## config.mk

```make
export PLATFORM = sky130hd
export DESIGN_NAME = mpc_device_flat
export DESIGN_NICKNAME = d
export VERILOG_FILES = /design/src/hdl/mpc_pkg.sv /design/src/hdl/mpc_if.sv /design/src/hdl/mpc_operand_decode.sv /design/src/hdl/mpc_device.sv /design/src/flat_wrapper.sv
export VERILOG_INCLUDE_DIRS = /design/src /design/src/hdl
export SDC_FILE = /design/constraint.sdc
export NUM_CORES = 1
export LEC_CHECK = 0
export CELL_PAD_IN_SITES_DETAIL_PLACEMENT = 0
export CELL_PAD_IN_SITES_GLOBAL_PLACEMENT = 1
export CORE_MARGIN = 3
export CORE_UTILIZATION = 46
export DETAILED_ROUTE_END_ITERATION = 8
export DONT_BUFFER_PORTS = 1
export PLACE_DENSITY = 0.88
export SYNTH_ARGS = -nofsm -noshare
export SYNTH_HDL_FRONTEND = slang
export SYNTH_HIERARCHICAL = 1
export SYNTH_SLANG_ARGS = --single-unit
```

## constraint.sdc

```tcl
create_clock -name sys_clk -period 2.2 [get_ports sys_clk]
set_clock_uncertainty 0.05 [all_clocks]
set_input_delay 0.44 -clock sys_clk [delete_from_list [all_inputs] [get_ports sys_clk]]
set_output_delay 0.44 -clock sys_clk [all_outputs]
set_load 0.05 [all_outputs]
```

## src/hdl/mpc_consts.svh

```systemverilog
// Constants for the multipurpose command decoder and its controller.
`ifndef MPC_CONSTS_SVH
`define MPC_CONSTS_SVH

// Operand encodings.
`define MPC_OP_RD_BUF     7'h41
`define MPC_OP_PATTERN    7'h43
`define MPC_OP_RSV_A      7'h45
`define MPC_OP_WR_BUF     7'h47
`define MPC_OP_RSV_B      7'h49
`define MPC_OP_OSC_START  7'h4B
`define MPC_OP_OSC_STOP   7'h4D
`define MPC_OP_CAL_START  7'h4F
`define MPC_OP_CAL_LATCH  7'h51

// Bit positions and first-edge codes on the command/address lines.
`define MPC_OP_TOP_BIT    6
`define MPC_CA_TOP_BIT    5
`define MPC_CODE_TOP_BIT  4
`define MPC_FIRST_LOW     5'h00
`define MPC_CAS2_LOW      5'h12
`define MPC_CA_ZERO       6'h00

// Buffer read and buffer write training bursts are sixteen beats.
`define MPC_TRAIN_BL      5'h10
`define MPC_BL_RESET      5'h00

`endif

```

## src/hdl/mpc_pkg.sv

```systemverilog
// Types shared by both ends of the multipurpose command link.
package mpc_pkg;

   typedef enum logic [3:0] {
      MPC_FN_NOP,
      MPC_FN_RD_BUF,
      MPC_FN_PATTERN,
      MPC_FN_WR_BUF,
      MPC_FN_OSC_START,
      MPC_FN_OSC_STOP,
      MPC_FN_CAL_START,
      MPC_FN_CAL_LATCH,
      MPC_FN_RESERVED,
      MPC_FN_UNDEF
   } mpc_fn_e;

   typedef logic [6:0] mpc_operand_t;
   typedef logic [5:0] mpc_ca_t;

endpackage

```

## src/hdl/mpc_if.sv

```systemverilog
// Command/address link between memory controller and DRAM decoder.
`timescale 1ns/1ps
interface mpc_if;
   logic             cke;
   logic             cs;
   mpc_pkg::mpc_ca_t ca;

   modport ctrl (output cke, output cs, output ca);
   modport dram (input cke, input cs, input ca);
endinterface

```

## src/hdl/mpc_operand_decode.sv

```systemverilog
// Operand field decoder: seven-bit operand to training function.
`timescale 1ns/1ps
module mpc_operand_decode (
   // Operand in
   input  wire mpc_pkg::mpc_operand_t operand_field,
   // Decoded function out
   output mpc_pkg::mpc_fn_e           fn,
   output logic                       needs_cas2
);
   import mpc_pkg::*;
   `include "mpc_consts.svh"

   always_comb begin
      fn = MPC_FN_UNDEF;
      if (!operand_field[`MPC_OP_TOP_BIT]) begin
         fn = MPC_FN_NOP;
      end else begin
         unique case (operand_field)
            `MPC_OP_RD_BUF:    fn = MPC_FN_RD_BUF;
            `MPC_OP_PATTERN:   fn = MPC_FN_PATTERN;
            `MPC_OP_WR_BUF:    fn = MPC_FN_WR_BUF;
            `MPC_OP_OSC_START: fn = MPC_FN_OSC_START;
            `MPC_OP_OSC_STOP:  fn = MPC_FN_OSC_STOP;
            `MPC_OP_CAL_START: fn = MPC_FN_CAL_START;
            `MPC_OP_CAL_LATCH: fn = MPC_FN_CAL_LATCH;
            `MPC_OP_RSV_A,
            `MPC_OP_RSV_B:     fn = MPC_FN_RESERVED;
            default:           fn = MPC_FN_UNDEF;
         endcase
      end
   end

   // Only the three data-moving functions wait for a CAS-2 command.
   assign needs_cas2 = (fn == MPC_FN_RD_BUF) || (fn == MPC_FN_PATTERN) ||
                       (fn == MPC_FN_WR_BUF);
endmodule

```

## src/hdl/mpc_device.sv

```systemverilog
// DRAM-side decoder of the multipurpose command on the command/address bus.
`timescale 1ns/1ps

// Behaviour
// Controller drives CS and CA per encoding
// Operand split over two edges, bit 6 first
// Operand bit 6 decoded on first edge
// Bit 6 low is NOP, high selects training
// Data training is followed directly by CAS-2
// Latency counted from CAS-2 second edge
// CAS-2 operands after training are low
// NOP, oscillator, calibration need no CAS-2
// Decode buffer read, pattern, buffer write
// Decode oscillator start and stop
// Decode calibration start and latch
// Reserved codes never issued by controller
// Training bursts are sixteen beats always; pattern reads leave train_bl_q unchanged
// CKE held high across both edges
module mpc_device #(
   parameter int CA_W = 6
) (
   // Clock and reset
   input  wire logic              sys_clk,
   input  wire logic              rstn,
   // Link from the controller
   mpc_if.dram                    link,
   // Decoded functions, one-cycle pulses
   output logic                   nop_q,
   output logic                   train_rd_q,
   output logic                   pattern_rd_q,
   output logic                   train_wr_q,
   output logic                   cal_start_q,
   output logic                   cal_latch_q,
   // Training burst length and oscillator state
   output logic [4:0]             train_bl_q,
   output logic                   osc_run_q,
   // Faults, one-cycle pulses
   output logic                   reserved_code_q,
   output logic                   undef_code_q,
   output logic                   seq_error_q
);
   import mpc_pkg::*;
   `include "mpc_consts.svh"

   // Other bus widths are refused while the design is built, not at run time.
   if (CA_W != `MPC_CA_TOP_BIT + 1) begin : g_bad_width
      $error("mpc_device serves only a six-line command/address bus");
   end

   // ------------------------------------------------------------
   // State
   // ------------------------------------------------------------
   typedef enum logic [2:0] {
      MPC_ST_IDLE,
      MPC_ST_NOP2,
      MPC_ST_TRAIN2,
      MPC_ST_CAS1,
      MPC_ST_CAS2
   } mpc_state_e;

   mpc_state_e   state_q;
   mpc_state_e   state_d;
   mpc_operand_t operand_d;
   mpc_fn_e      fn;
   logic         needs_cas2;
   mpc_fn_e      pend_fn_q;
   logic         first_edge;
   logic         cas2_first;
   logic         err_d;

   // A command's first edge: chip select high with clock enable high.
   assign first_edge = link.cs && link.cke;
   assign cas2_first = first_edge && (link.ca[`MPC_CODE_TOP_BIT:0] == `MPC_CAS2_LOW) &&
                       !link.ca[`MPC_CA_TOP_BIT];

   // The full operand is assembled at the second edge from the line
   // captured at the first; the top bit was already acted on.
   logic op_top_q;
   assign operand_d = {op_top_q, link.ca};

   mpc_operand_decode u_decode (
      .operand_field (operand_d),
      .fn            (fn),
      .needs_cas2    (needs_cas2)
   );

   // ------------------------------------------------------------
   // Sequencing
   // ------------------------------------------------------------
   always_comb begin
      state_d = state_q;
      err_d   = 1'b0;
      unique case (state_q)
         MPC_ST_IDLE: begin
            if (first_edge && (link.ca[`MPC_CODE_TOP_BIT:0] == `MPC_FIRST_LOW)) begin
               // Bit 6 picks the path before the rest arrives.
               if (link.ca[`MPC_CA_TOP_BIT]) begin
                  state_d = MPC_ST_TRAIN2;
               end else begin
                  state_d = MPC_ST_NOP2;
               end
            end
         end
         MPC_ST_NOP2: begin
            state_d = MPC_ST_IDLE;
            if (link.cs || !link.cke) begin
               err_d = 1'b1;
            end
         end
         MPC_ST_TRAIN2: begin
            if (link.cs || !link.cke) begin
               state_d = MPC_ST_IDLE;
               err_d   = 1'b1;
            end else if (needs_cas2) begin
               state_d = MPC_ST_CAS1;
            end else begin
               state_d = MPC_ST_IDLE;
            end
         end
         MPC_ST_CAS1: begin
            // Anything but a clean CAS-2 abandons the training command.
            if (cas2_first) begin
               state_d = MPC_ST_CAS2;
            end else begin
               state_d = MPC_ST_IDLE;
               err_d   = 1'b1;
            end
         end
         MPC_ST_CAS2: begin
            state_d = MPC_ST_IDLE;
            if (link.cs || !link.cke || (link.ca != `MPC_CA_ZERO)) begin
               err_d = 1'b1;
            end
         end
      endcase
   end

   always_ff @(posedge sys_clk or negedge rstn) begin
      if (!rstn) begin
         state_q <= MPC_ST_IDLE;
      end else begin
         state_q <= state_d;
      end
   end

   always_ff @(posedge sys_clk or negedge rstn) begin
      if (!rstn) begin
         op_top_q <= 1'b0;
      end else if (state_q == MPC_ST_IDLE && first_edge) begin
         op_top_q <= link.ca[`MPC_CA_TOP_BIT];
      end
   end

   always_ff @(posedge sys_clk or negedge rstn) begin
      if (!rstn) begin
         pend_fn_q <= MPC_FN_NOP;
      end else if (state_q == MPC_ST_TRAIN2) begin
         pend_fn_q <= fn;
      end
   end

   // ------------------------------------------------------------
   // Function pulses
   // ------------------------------------------------------------
   logic train_done;
   logic cas_done;
   assign train_done = (state_q == MPC_ST_TRAIN2) && !link.cs && link.cke;
   assign cas_done   = (state_q == MPC_ST_CAS2) && !err_d;

   always_ff @(posedge sys_clk or negedge rstn) begin
      if (!rstn) begin
         nop_q <= 1'b0;
      end else begin
         nop_q <= (state_q == MPC_ST_NOP2) && !err_d;
      end
   end

   // Data-moving functions start on the CAS-2 second edge so that read
   // and write latency count from there, as for plain accesses.
   always_ff @(posedge sys_clk or negedge rstn) begin
      if (!rstn) begin
         train_rd_q   <= 1'b0;
         pattern_rd_q <= 1'b0;
         train_wr_q   <= 1'b0;
      end else begin
         train_rd_q   <= cas_done && (pend_fn_q == MPC_FN_RD_BUF);
         pattern_rd_q <= cas_done && (pend_fn_q == MPC_FN_PATTERN);
         train_wr_q   <= cas_done && (pend_fn_q == MPC_FN_WR_BUF);
      end
   end

   // The burst setting is not consulted for buffer bursts at all.
   always_ff @(posedge sys_clk or negedge rstn) begin
      if (!rstn) begin
         train_bl_q <= `MPC_BL_RESET;
      end else if (cas_done && (pend_fn_q != MPC_FN_PATTERN)) begin
         train_bl_q <= `MPC_TRAIN_BL;
      end
   end

   always_ff @(posedge sys_clk or negedge rstn) begin
      if (!rstn) begin
         cal_start_q <= 1'b0;
         cal_latch_q <= 1'b0;
      end else begin
         cal_start_q <= train_done && (fn == MPC_FN_CAL_START);
         cal_latch_q <= train_done && (fn == MPC_FN_CAL_LATCH);
      end
   end

   always_ff @(posedge sys_clk or negedge rstn) begin
      if (!rstn) begin
         osc_run_q <= 1'b0;
      end else if (train_done && (fn == MPC_FN_OSC_START)) begin
         osc_run_q <= 1'b1;
      end else if (train_done && (fn == MPC_FN_OSC_STOP)) begin
         osc_run_q <= 1'b0;
      end
   end

   // ------------------------------------------------------------
   // Faults
   // ------------------------------------------------------------
   // Reserved and undefined codes execute nothing; they are only flagged.
   always_ff @(posedge sys_clk or negedge rstn) begin
      if (!rstn) begin
         reserved_code_q <= 1'b0;
         undef_code_q    <= 1'b0;
         seq_error_q     <= 1'b0;
      end else begin
         reserved_code_q <= train_done && (fn == MPC_FN_RESERVED);
         undef_code_q    <= train_done && (fn == MPC_FN_UNDEF);
         seq_error_q     <= err_d;
      end
   end

endmodule

```

## src/flat_wrapper.sv

```systemverilog
// flat-port wrapper written by rule: the top's interface ports become plain ports
module mpc_device_flat import mpc_pkg::*;
#(
   parameter int CA_W = 6
)
  (sys_clk, rstn, nop_q, train_rd_q, pattern_rd_q, train_wr_q, cal_start_q, cal_latch_q, train_bl_q, osc_run_q, reserved_code_q, undef_code_q, seq_error_q, link_cke, link_cs, link_ca);
  mpc_if link_i ();
  input  wire logic sys_clk;
  input  wire logic rstn;
  output logic nop_q;
  output logic train_rd_q;
  output logic pattern_rd_q;
  output logic train_wr_q;
  output logic cal_start_q;
  output logic cal_latch_q;
  output logic [4:0] train_bl_q;
  output logic osc_run_q;
  output logic reserved_code_q;
  output logic undef_code_q;
  output logic seq_error_q;
  input wire logic [$bits(link_i.cke)-1:0] link_cke;
  input wire logic [$bits(link_i.cs)-1:0] link_cs;
  input wire logic [$bits(link_i.ca)-1:0] link_ca;
  assign link_i.cke = link_cke;
  assign link_i.cs = link_cs;
  assign link_i.ca = link_ca;
  mpc_device #(.CA_W(CA_W)) u_core (.sys_clk(sys_clk), .rstn(rstn), .link(link_i), .nop_q(nop_q), .train_rd_q(train_rd_q), .pattern_rd_q(pattern_rd_q), .train_wr_q(train_wr_q), .cal_start_q(cal_start_q), .cal_latch_q(cal_latch_q), .train_bl_q(train_bl_q), .osc_run_q(osc_run_q), .reserved_code_q(reserved_code_q), .undef_code_q(undef_code_q), .seq_error_q(seq_error_q));
endmodule
```

==> results of run 1 <==
[path summary, 6_finish.rpt]
path                                                  to  slack (ns)  cells past startpoint
max                        u_core/pattern_rd_q$_DFF_PN0_        0.43                      3
min                        u_core/pattern_rd_q$_DFF_PN0_        0.14                      1
max reg2reg                u_core/pattern_rd_q$_DFF_PN0_        0.43                      3
min reg2reg                  u_core/train_rd_q$_DFF_PN0_        0.42                      1
max in group asynchronous   u_core/cal_latch_q$_DFF_PN0_        0.94                      1
min in group asynchronous  u_core/state_q[0]$_DFFE_PN0P_        0.64                      1
[worst max-delay path, stage by stage, from the launching register on]
cell and delay [ns]:
dfrtp_1 0.48, or3b_4 0.46, or4_4 0.47, nor4_4 0.22
[layout by cell type, fill, tap and decap left out, types with 2 or more instances in the layout]
cell and count:
buf_4 3, conb_1 4, mux2_2 5, a22oi_1 2
nor3_1 3, a21oi_1 4, dfrtp_1 19, nand3_1 5
nand4_1 2, nor2b_1 3, or3_1 3, clkbuf_4 3
nand2b_1 3, nor4_1 4, a41oi_1 2, nand2_1 6
nor2_1 5, inv_1 7, xnor2_1 2
[cells in the mapped netlist, drive strengths merged (2+ instances only)]
cell type / number / area, µm²
dfrtp: 19 / 475
inv: 7 / 26.3
nand2: 6 / 22.5
buf: 5 / 35.0
mux2: 5 / 56.3
nand3: 5 / 25.0
nor2: 5 / 18.8
nor4: 5 / 46.3
a21oi: 4 / 20.0
or3: 4 / 30.0
nand2b: 3 / 18.8
nor2b: 3 / 18.8
nor3: 3 / 15.0
a22oi: 2 / 15.0
a41oi: 2 / 17.5
nand4: 2 / 12.5
nor3b: 2 / 20.0
xnor2: 2 / 17.5
[routing by layer]
metal | up-vias | routed length, µm
met5 | - | 0
met4 | 0 | 18
met3 | 2 | 131
met2 | 27 | 926
met1 | 364 | 914
li1 | 371 | -
[kinds of logic (layout without fill, tap and decap cells)]
| kind of cell | after synthesis | in the layout | synth area share |
|---|---|---|---|
| and+or+nand+nor | 46 | 46 | 0.293 |
| DFF | 19 | 19 | 0.463 |
| AOI/OAI and AO/OA | 15 | 15 | 0.105 |
| buffers and inverters | 13 | 15 | 0.0634 |
| muxes | 5 | 5 | 0.0549 |
| xor gates and xnor gates | 2 | 2 | 0.0171 |
| other | 1 | 4 | 0.00366 |
[area by class of cell]
type,count,area [µm²],area share
sequential,19,475,0.435
multi-input combinational,72,497,0.455
timing repair buffer,4,32.5,0.0298
tap,27,33.8,0.0309
inverter,7,26.3,0.0241
clock buffer,3,22.5,0.0206
clock inverter,1,5.00,0.00458
[power by group through the flow]
stage | Sequential [µW] | Combinational [µW] | Clock [µW]
finish | 364 | 86.4 | 173
global route | 366 | 96.0 | 193
CTS | 364 | 86.2 | 181
detailed placement | 371 | 77.8 | 0
global placement | 371 | 77.0 | 0
floorplan | 370 | 71.1 | 0
[registers in the layout, summed over array words and instances, names as in the netlist]
name and cells:
u_core/osc_run_q 1, u_core/cal_start_q 1, u_core/train_rd_q 1, u_core/undef_code_q 1
u_core/reserved_code_q 1, u_core/op_top_q 1, u_core/state_q 3, u_core/train_wr_q 1
u_core/cal_latch_q 1, u_core/train_bl_q 1, u_core/pend_fn_q 4, u_core/nop_q 1
u_core/pattern_rd_q 1, u_core/seq_error_q 1
[metrics by stage]
step	instance area, µm²	util	hold slack [ns]	worst slack, ns	power [µW]
final	1090	0.535	0.144	0.430	624
after global routing	1090	0.535	0.126	0.363	656
after CTS	1090	0.535	0.138	0.431	632
after detailed placement	1050	0.517	0.0949	0.206	449
after global placement	1050	0.517	0.0949	0.263	448
after floorplan	1040	-	0.0944	0.311	441
[repair_timing]
item	CTS	global route
setup buffers	0	0
endpoints found under the hold margin	19	0
hold buffers	1	0
==> run metrics, run 1 <==
# fillers 188; Post-synth top flop dfrtp_1; Tightest Hold Check Type in2reg; Avg WL per Cell 15.0 µm; CTS Buffer Depth 2; pin count of the biggest net entering global routing 20; antenna cells 0; Worst slew margin 0.429; TritonRoute pass-1 iters 4; Required @ worst endpoint 2.36 ns; CP Class reg2reg; worst vdd ir 0.300 mV; Total GRT Usage 0.172; Max FO, Critical Path 7; initial antenna violation count 0; DR vias/cell 5.74; Synth Instances 101; Die Ht 53.2 µm; Worst-path clk slew 0.11 ns; Layout Area Growth over Synthesis 6.46%; residual DRC count 0; Switching Share 0.271; Leak 0.000477 µW; port bufs 0; Async SR Flop Fraction 1.00; Hold Startpoint link_ca[5]; Skew-Pair Late Insertion Delay 0.29 ns; DIE AREA 2830 µm²; vias in the first global route 761; grt ovf 0; final WL 1.99 mm; Critical R2R Launch u_core/state_q[0]$_DFFE_PN0P_; Int Pwr 455 µW; GR Util met2 0.255; Post-synth EDFFs 0; Hold Vio Cnt, Final 0; Finish-stage setup viols 0; Final GP Congestion 0.786; combinational group share of total power 0.139; Post-Place Cells 128; status finished, final reports clean; Syn. warnings 6; layout cell share with drive strength beyond 1 0.179; crit path DAT 1.93 ns; CP endpoint kind register; register area share after synthesis 0.463; max-cap violations 0; grt peak-use layer met2; CTS Sinks 19; Non-Filler Instances 133; Placement Rows 16; HPWL after DPL 1.53 mm; Ports 25; worst setup path startpoint u_core/state_q[0]$_DFFE_PN0P_; clock tree from TritonCTS yes; sequential share of power 0.584; setup TNS 0 ns; met1 Resource Use GR 0.237; Yosys cell types 39; fin. max-slew vios 0; clock root buffer master clkbuf_4; Final nets 117; met3 Usage GRT 0.0451; Clk pwr share 0.277; initial core utilization 0.502; RSZ-0062 raised after global routing false; final clock period utilization by the worst path 0.805; switching power 169 µW; pwr/cell area 571 nW/µm²; post_cts resized 0; ANT nets after route 0; min Tclk post-route 1.77 ns; H-Tree Depth 1; critical path launch point type register; Worst-Margin Slew 0.854 ns; synthesized cell area 1030 µm²; Initial DRC Count 12; Fmax 0.565 GHz; Yosys reg bits 19; Mean Syn Cell Area 10.2 µm²; first-pass GRT wire length 3.53 mm; die width 53.2 µm; Num CTS Buffers 3; Core Region 2040 µm²; routed via count 764
Power figures use the tool's default switching activity.
==> inputs of run 2 (changes only) <==
- CORE_UTILIZATION: 46 -> 41
- PLACE_DENSITY: 0.88 -> 0.84
- clock period: 2.2 -> 1.45 ns (I/O delays scaled with it)
==> run 2 against run 1 <==
Effect of this change:
- worst setup slack lost 0.60 ns
- largest power group unchanged
- cell count up 12%
- register-to-register slack lost 0.60 ns
- non-clock buffer count grew 15
- critical path type unchanged
- clock power grew 58%
- combinational power increased by 110%
- power up 61%
- design area increased by 17%
- clock-buffer cell count is 1 higher
- the flow now finishes with violations (hold timing, setup timing)
==> run metrics, run 2 (synthesized netlist as in run 1, its figures left out) <==
Worst-path clk slew 0.11 ns; first-pass GRT wire length 3.82 mm; hold endpoint u_core/pattern_rd_q$_DFF_PN0_; Die Ht 56.0 µm; r2r setup slk -0.17 ns; Core Region 2300 µm²; Crit-path slowest cell or4_4; CP Class reg2reg; max reg flops 4; sequential share of power 0.550; clock tree from TritonCTS yes; most common cell after layout, fill and taps aside dfrtp_1; CP delay by family, top simple AND/OR/NAND/NOR gates; Fmax 0.618 GHz; final clock period utilization by the worst path 1.12; vias in the first global route 852; RSZ-0062 raised after global routing true; H-Tree Depth 1; grt ovf 0; GR Util met2 0.244; Total GRT Usage 0.154; Avg WL per Cell 15.9 µm; pin count of the biggest net entering global routing 20; failing checks hold timing, setup timing; status finished, violations left; Required @ worst endpoint 1.62 ns; Layout Area Growth over Synthesis 24.9%; antenna cells 0; initial antenna violation count 0; worst slack, placed -0.328 ns; Hold Vio Cnt, Final 1; layout cell share with drive strength beyond 1 0.355; Initial DRC Count 35; Hold Startpoint link_ca[5]; Skew-Pair Late Insertion Delay 0.30 ns; met1 Resource Use GR 0.197; switching power 282 µW; grt peak-use layer met2; setup TNS -0.384 ns; Final GP Congestion 0.813; worst r2r path cells 3; initial core utilization 0.447; residual DRC count 0; slowest stage delay, CP 0.48 ns; worst hold slack -0.0172 ns; Tightest Hold Check Type in2reg; Clk pwr share 0.272; hold depth 1; CP endpoint kind register; ANT nets after route 0; DIE AREA 3140 µm²; routed via count 875; Worst slew margin 0.456; DR vias/cell 5.87; final WL 2.37 mm; CTS Sinks 19; Int Pwr 724 µW; critical path launch point type register; pwr/cell area 785 nW/µm²; met3 Usage GRT 0.0302; Post-Place Cells 143; Switching Share 0.280; fin. max-slew vios 0; HPWL after DPL 1.78 mm; commonest non-fill, non-tap cells in the layout 19 x dfrtp_1, 16 x buf_4, 7 x inv_1, 6 x nand2_1; max-cap violations 0; TritonRoute pass-1 iters 4; FF-to-FF End u_core/pattern_rd_q$_DFF_PN0_; CP Buf/Inv Count 0; final worst setup slack -0.167 ns; worst vdd ir 0.361 mV; largest reg by FF count u_core/pend_fn_q; Regs by FF count u_core/pend_fn_q x4, u_core/state_q x3; crit path DAT 1.79 ns; CTS Buffer Depth 2; combinational group share of total power 0.178; port bufs 0; Final nets 132; Critical R2R Launch u_core/state_q[0]$_DFFE_PN0P_; min Tclk post-route 1.62 ns; Num CTS Buffers 3; Ports 25; Placement Rows 17; Worst-Margin Slew 0.814 ns; crit-path cells or3b_4 > or4_4 > nor4_4; Finish-stage setup viols 3; Max FO, Critical Path 3; cts hold-fix bufs 1; Leak 0.000554 µW; clock root buffer master clkbuf_4; Non-Filler Instances 149; die width 56.0 µm
run 2: cell types whose count changed in the layout (fill, tap and decap cells not counted), sizes merged:
cell,before,now
buf,3,18
clkbuf,3,4
clkinv,1,0
run 2: cell type report:
class,instances,area (µm²)
fillers,203,1020
repair buffers,19,146
clock buffers,4,26.3
well taps,28,35.0
inverters,7,26.3
flip-flops and latches,19,475
multi-input cells,72,572
run 2: how the worst max path moves through the flow:
stage,from,to,slack [ns],cells past startpoint
final,u_core/state_q[0]$_DFFE_PN0P_,u_core/pattern_rd_q$_DFF_PN0_,-0.17,3
after global routing,u_core/state_q[0]$_DFFE_PN0P_,u_core/pattern_rd_q$_DFF_PN0_,-0.21,3
after CTS,u_core/state_q[0]$_DFFE_PN0P_,u_core/pattern_rd_q$_DFF_PN0_,-0.18,3
after detailed placement,link_ca[1],u_core/osc_run_q$_DFFE_PN0P_,-0.33,6
after global placement,link_ca[1],u_core/osc_run_q$_DFFE_PN0P_,-0.29,6
after floorplan,link_ca[1],u_core/osc_run_q$_DFFE_PN0P_,-0.26,6
run 2: per-layer routing:
layer | wire length [µm] | part of all wire | vias to the layer above
met1 | 1020 | 0.43 | 438
li1 | - | - | 399
met2 | 1140 | 0.48 | 33
met5 | 0 | 0 | -
met4 | 47 | 0.020 | 0
met3 | 163 | 0.069 | 5
run 2: power by group through the flow:
stage,sequential (µW),combinational [µW],clock (µW)
after global placement,562,152,0
final,553,179,273
after floorplan,561,112,0
after CTS,553,174,275
after global routing,555,196,303
after detailed placement,563,155,0
run 2: what timing repair did:
action,4_1_cts,5_1_grt
endpoints found under the hold margin,20,1
buffers inserted,1,0
resized for setup,4,6
pin swaps,1,2
cloned,0,1
endpoints found under the setup margin,7,11
run 2: through the flow:
stage	utilization	power (µW)	instance area, µm²
after floorplan	-	674	1070
after global placement	0.516	714	1190
after detailed placement	0.516	718	1190
after CTS	0.542	1000	1240
after global routing	0.558	1050	1280
final	0.558	1010	1280
==> inputs of run 3 (changes only) <==
- SKIP_CTS_REPAIR_TIMING: not set -> 1
==> run 3 against run 2 <==
Effect of this change:
- the run still ends with hold timing, setup timing left
- maximum frequency about the same
- via count decreased by 1.7%
- core utilization decreased by 0.33 points
- power decreased by 0.32%
- design area decreased by 0.59%
- worst setup slack about the same
- clock-buffer cell count unchanged
- sequential share of layout area increased by 0.22 points
- combinational power about the same
- first-iteration DRC count decreased by 14%
- cell count decreased by 0.67%
- sequential power about the same
- largest cell class unchanged
==> run metrics, run 3 (synthesized netlist as in run 1, its figures left out) <==
status finished, violations left; failing checks hold timing, setup timing; Final nets 131; Regs by FF count u_core/pend_fn_q x4, u_core/state_q x3; final worst setup slack -0.167 ns; Placement Rows 17; post-route cell area 1270 µm²; r2r setup slk -0.17 ns; routed via count 860; HPWL after DPL 1.78 mm; vias in the first global route 839; ANT nets after route 0; FF-to-FF End u_core/pattern_rd_q$_DFF_PN0_; largest reg by FF count u_core/pend_fn_q; grt ovf 0; Required @ worst endpoint 1.62 ns; Critical R2R Launch u_core/state_q[0]$_DFFE_PN0P_; initial antenna violation count 0; initial core utilization 0.447; Non-Filler Instances 148; worst vdd ir 0.361 mV; worst slack, placed -0.328 ns; Setup crit end u_core/pattern_rd_q$_DFF_PN0_; CTS Buffer Depth 2; final WL 2.34 mm; pin count of the biggest net entering global routing 20; pwr/cell area 787 nW/µm²; layout cell share with drive strength beyond 1 0.350; crit path DAT 1.79 ns; Power Total 1000 µW; Multi-input gate area 572 µm²; worst r2r path cells 3; final clock period utilization by the worst path 1.12; TritonRoute pass-1 iters 4; Leak 0.000549 µW; CP endpoint kind register; RSZ-0062 raised after global routing true; Worst slew margin 0.452; Tightest Hold Check Type in2reg; H-Tree Depth 1; residual DRC count 0; die width 56.0 µm; fin. max-slew vios 0; worst setup path startpoint u_core/state_q[0]$_DFFE_PN0P_; Skew-Pair Late Insertion Delay 0.30 ns; Reg area 475 µm²; DIE AREA 3140 µm²; commonest non-fill, non-tap cells in the layout 19 x dfrtp_1, 15 x buf_4, 7 x inv_1, 6 x nand2_1; Avg WL per Cell 15.8 µm; Total GRT Usage 0.151; Finish-stage setup viols 3; DR vias/cell 5.81; Post-Place Cells 143; DP Area 1190 µm²; worst hold slack -0.0131 ns; most common cell after layout, fill and taps aside dfrtp_1; Final GP Congestion 0.813; Worst-path clk slew 0.11 ns; Worst-Margin Slew 0.820 ns; min Tclk post-route 1.62 ns; clock root buffer master clkbuf_4; # fillers 202; Num CTS Buffers 3; Max FO, Critical Path 3; Ports 25; fin util 0.554; Hold Vio Cnt, Final 1; CTS Sinks 19; max-cap violations 0; Core Region 2300 µm²; Fmax 0.618 GHz; port bufs 0; antenna cells 0; clock tree from TritonCTS yes; Die Ht 56.0 µm; CP Class reg2reg; Layout Area Growth over Synthesis 24.1%; first-pass GRT wire length 3.77 mm; Initial DRC Count 30; critical path launch point type register; max reg flops 4
-- run 3: worst min path at each step --
stage,end,cells past startpoint,start,slack [ns]
floorplan,u_core/cal_latch_q$_DFF_PN0_,0,rstn,-0.06
global placement,u_core/seq_error_q$_DFF_PN0_,0,rstn,-0.06
detailed placement,u_core/pattern_rd_q$_DFF_PN0_,0,rstn,-0.06
CTS,u_core/pattern_rd_q$_DFF_PN0_,0,rstn,-0.39
global route,u_core/pattern_rd_q$_DFF_PN0_,1,link_ca[5],-0.03
finish,u_core/pattern_rd_q$_DFF_PN0_,1,link_ca[5],-0.01
-- run 3: per-layer routing --
layer / share of wire / global-route usage / wire, µm
met5: 0 / 0 / 0
met4: 0.020 / 0.0814 / 47
met3: 0.077 / 0.0325 / 179
met2: 0.49 / 0.234 / 1130
met1: 0.42 / 0.196 / 974
-- run 3: area by class of cell --
cell class | instances | share of cell area
multi-input cells | 72 | 0.449
clock buffers | 4 | 0.0206
inverters | 7 | 0.0206
well taps | 28 | 0.0275
flip-flops and latches | 19 | 0.373
repair buffers | 18 | 0.109
-- run 3: per-stage QoR --
step,hold slack (ns),TNS [ns]
finish,-0.0131,-0.363
global route,-0.0311,-0.521
CTS,-0.386,-0.627
detailed placement,-0.0552,-1.54
global placement,-0.0551,-1.39
floorplan,-0.0556,-1.12
-- run 3: where the power goes --
group          switching, µW  internal, µW  leakage, µW
sequential              9.85           543     0.000259
combinational            105          72.8     0.000275
clock                    164           107    0.0000150
-- run 3: critical path, stage by stage, from the launching register on --
cell and delay, ns:
dfrtp_1 0.39, or3b_4 0.40, or4_4 0.48, nor4_4 0.21
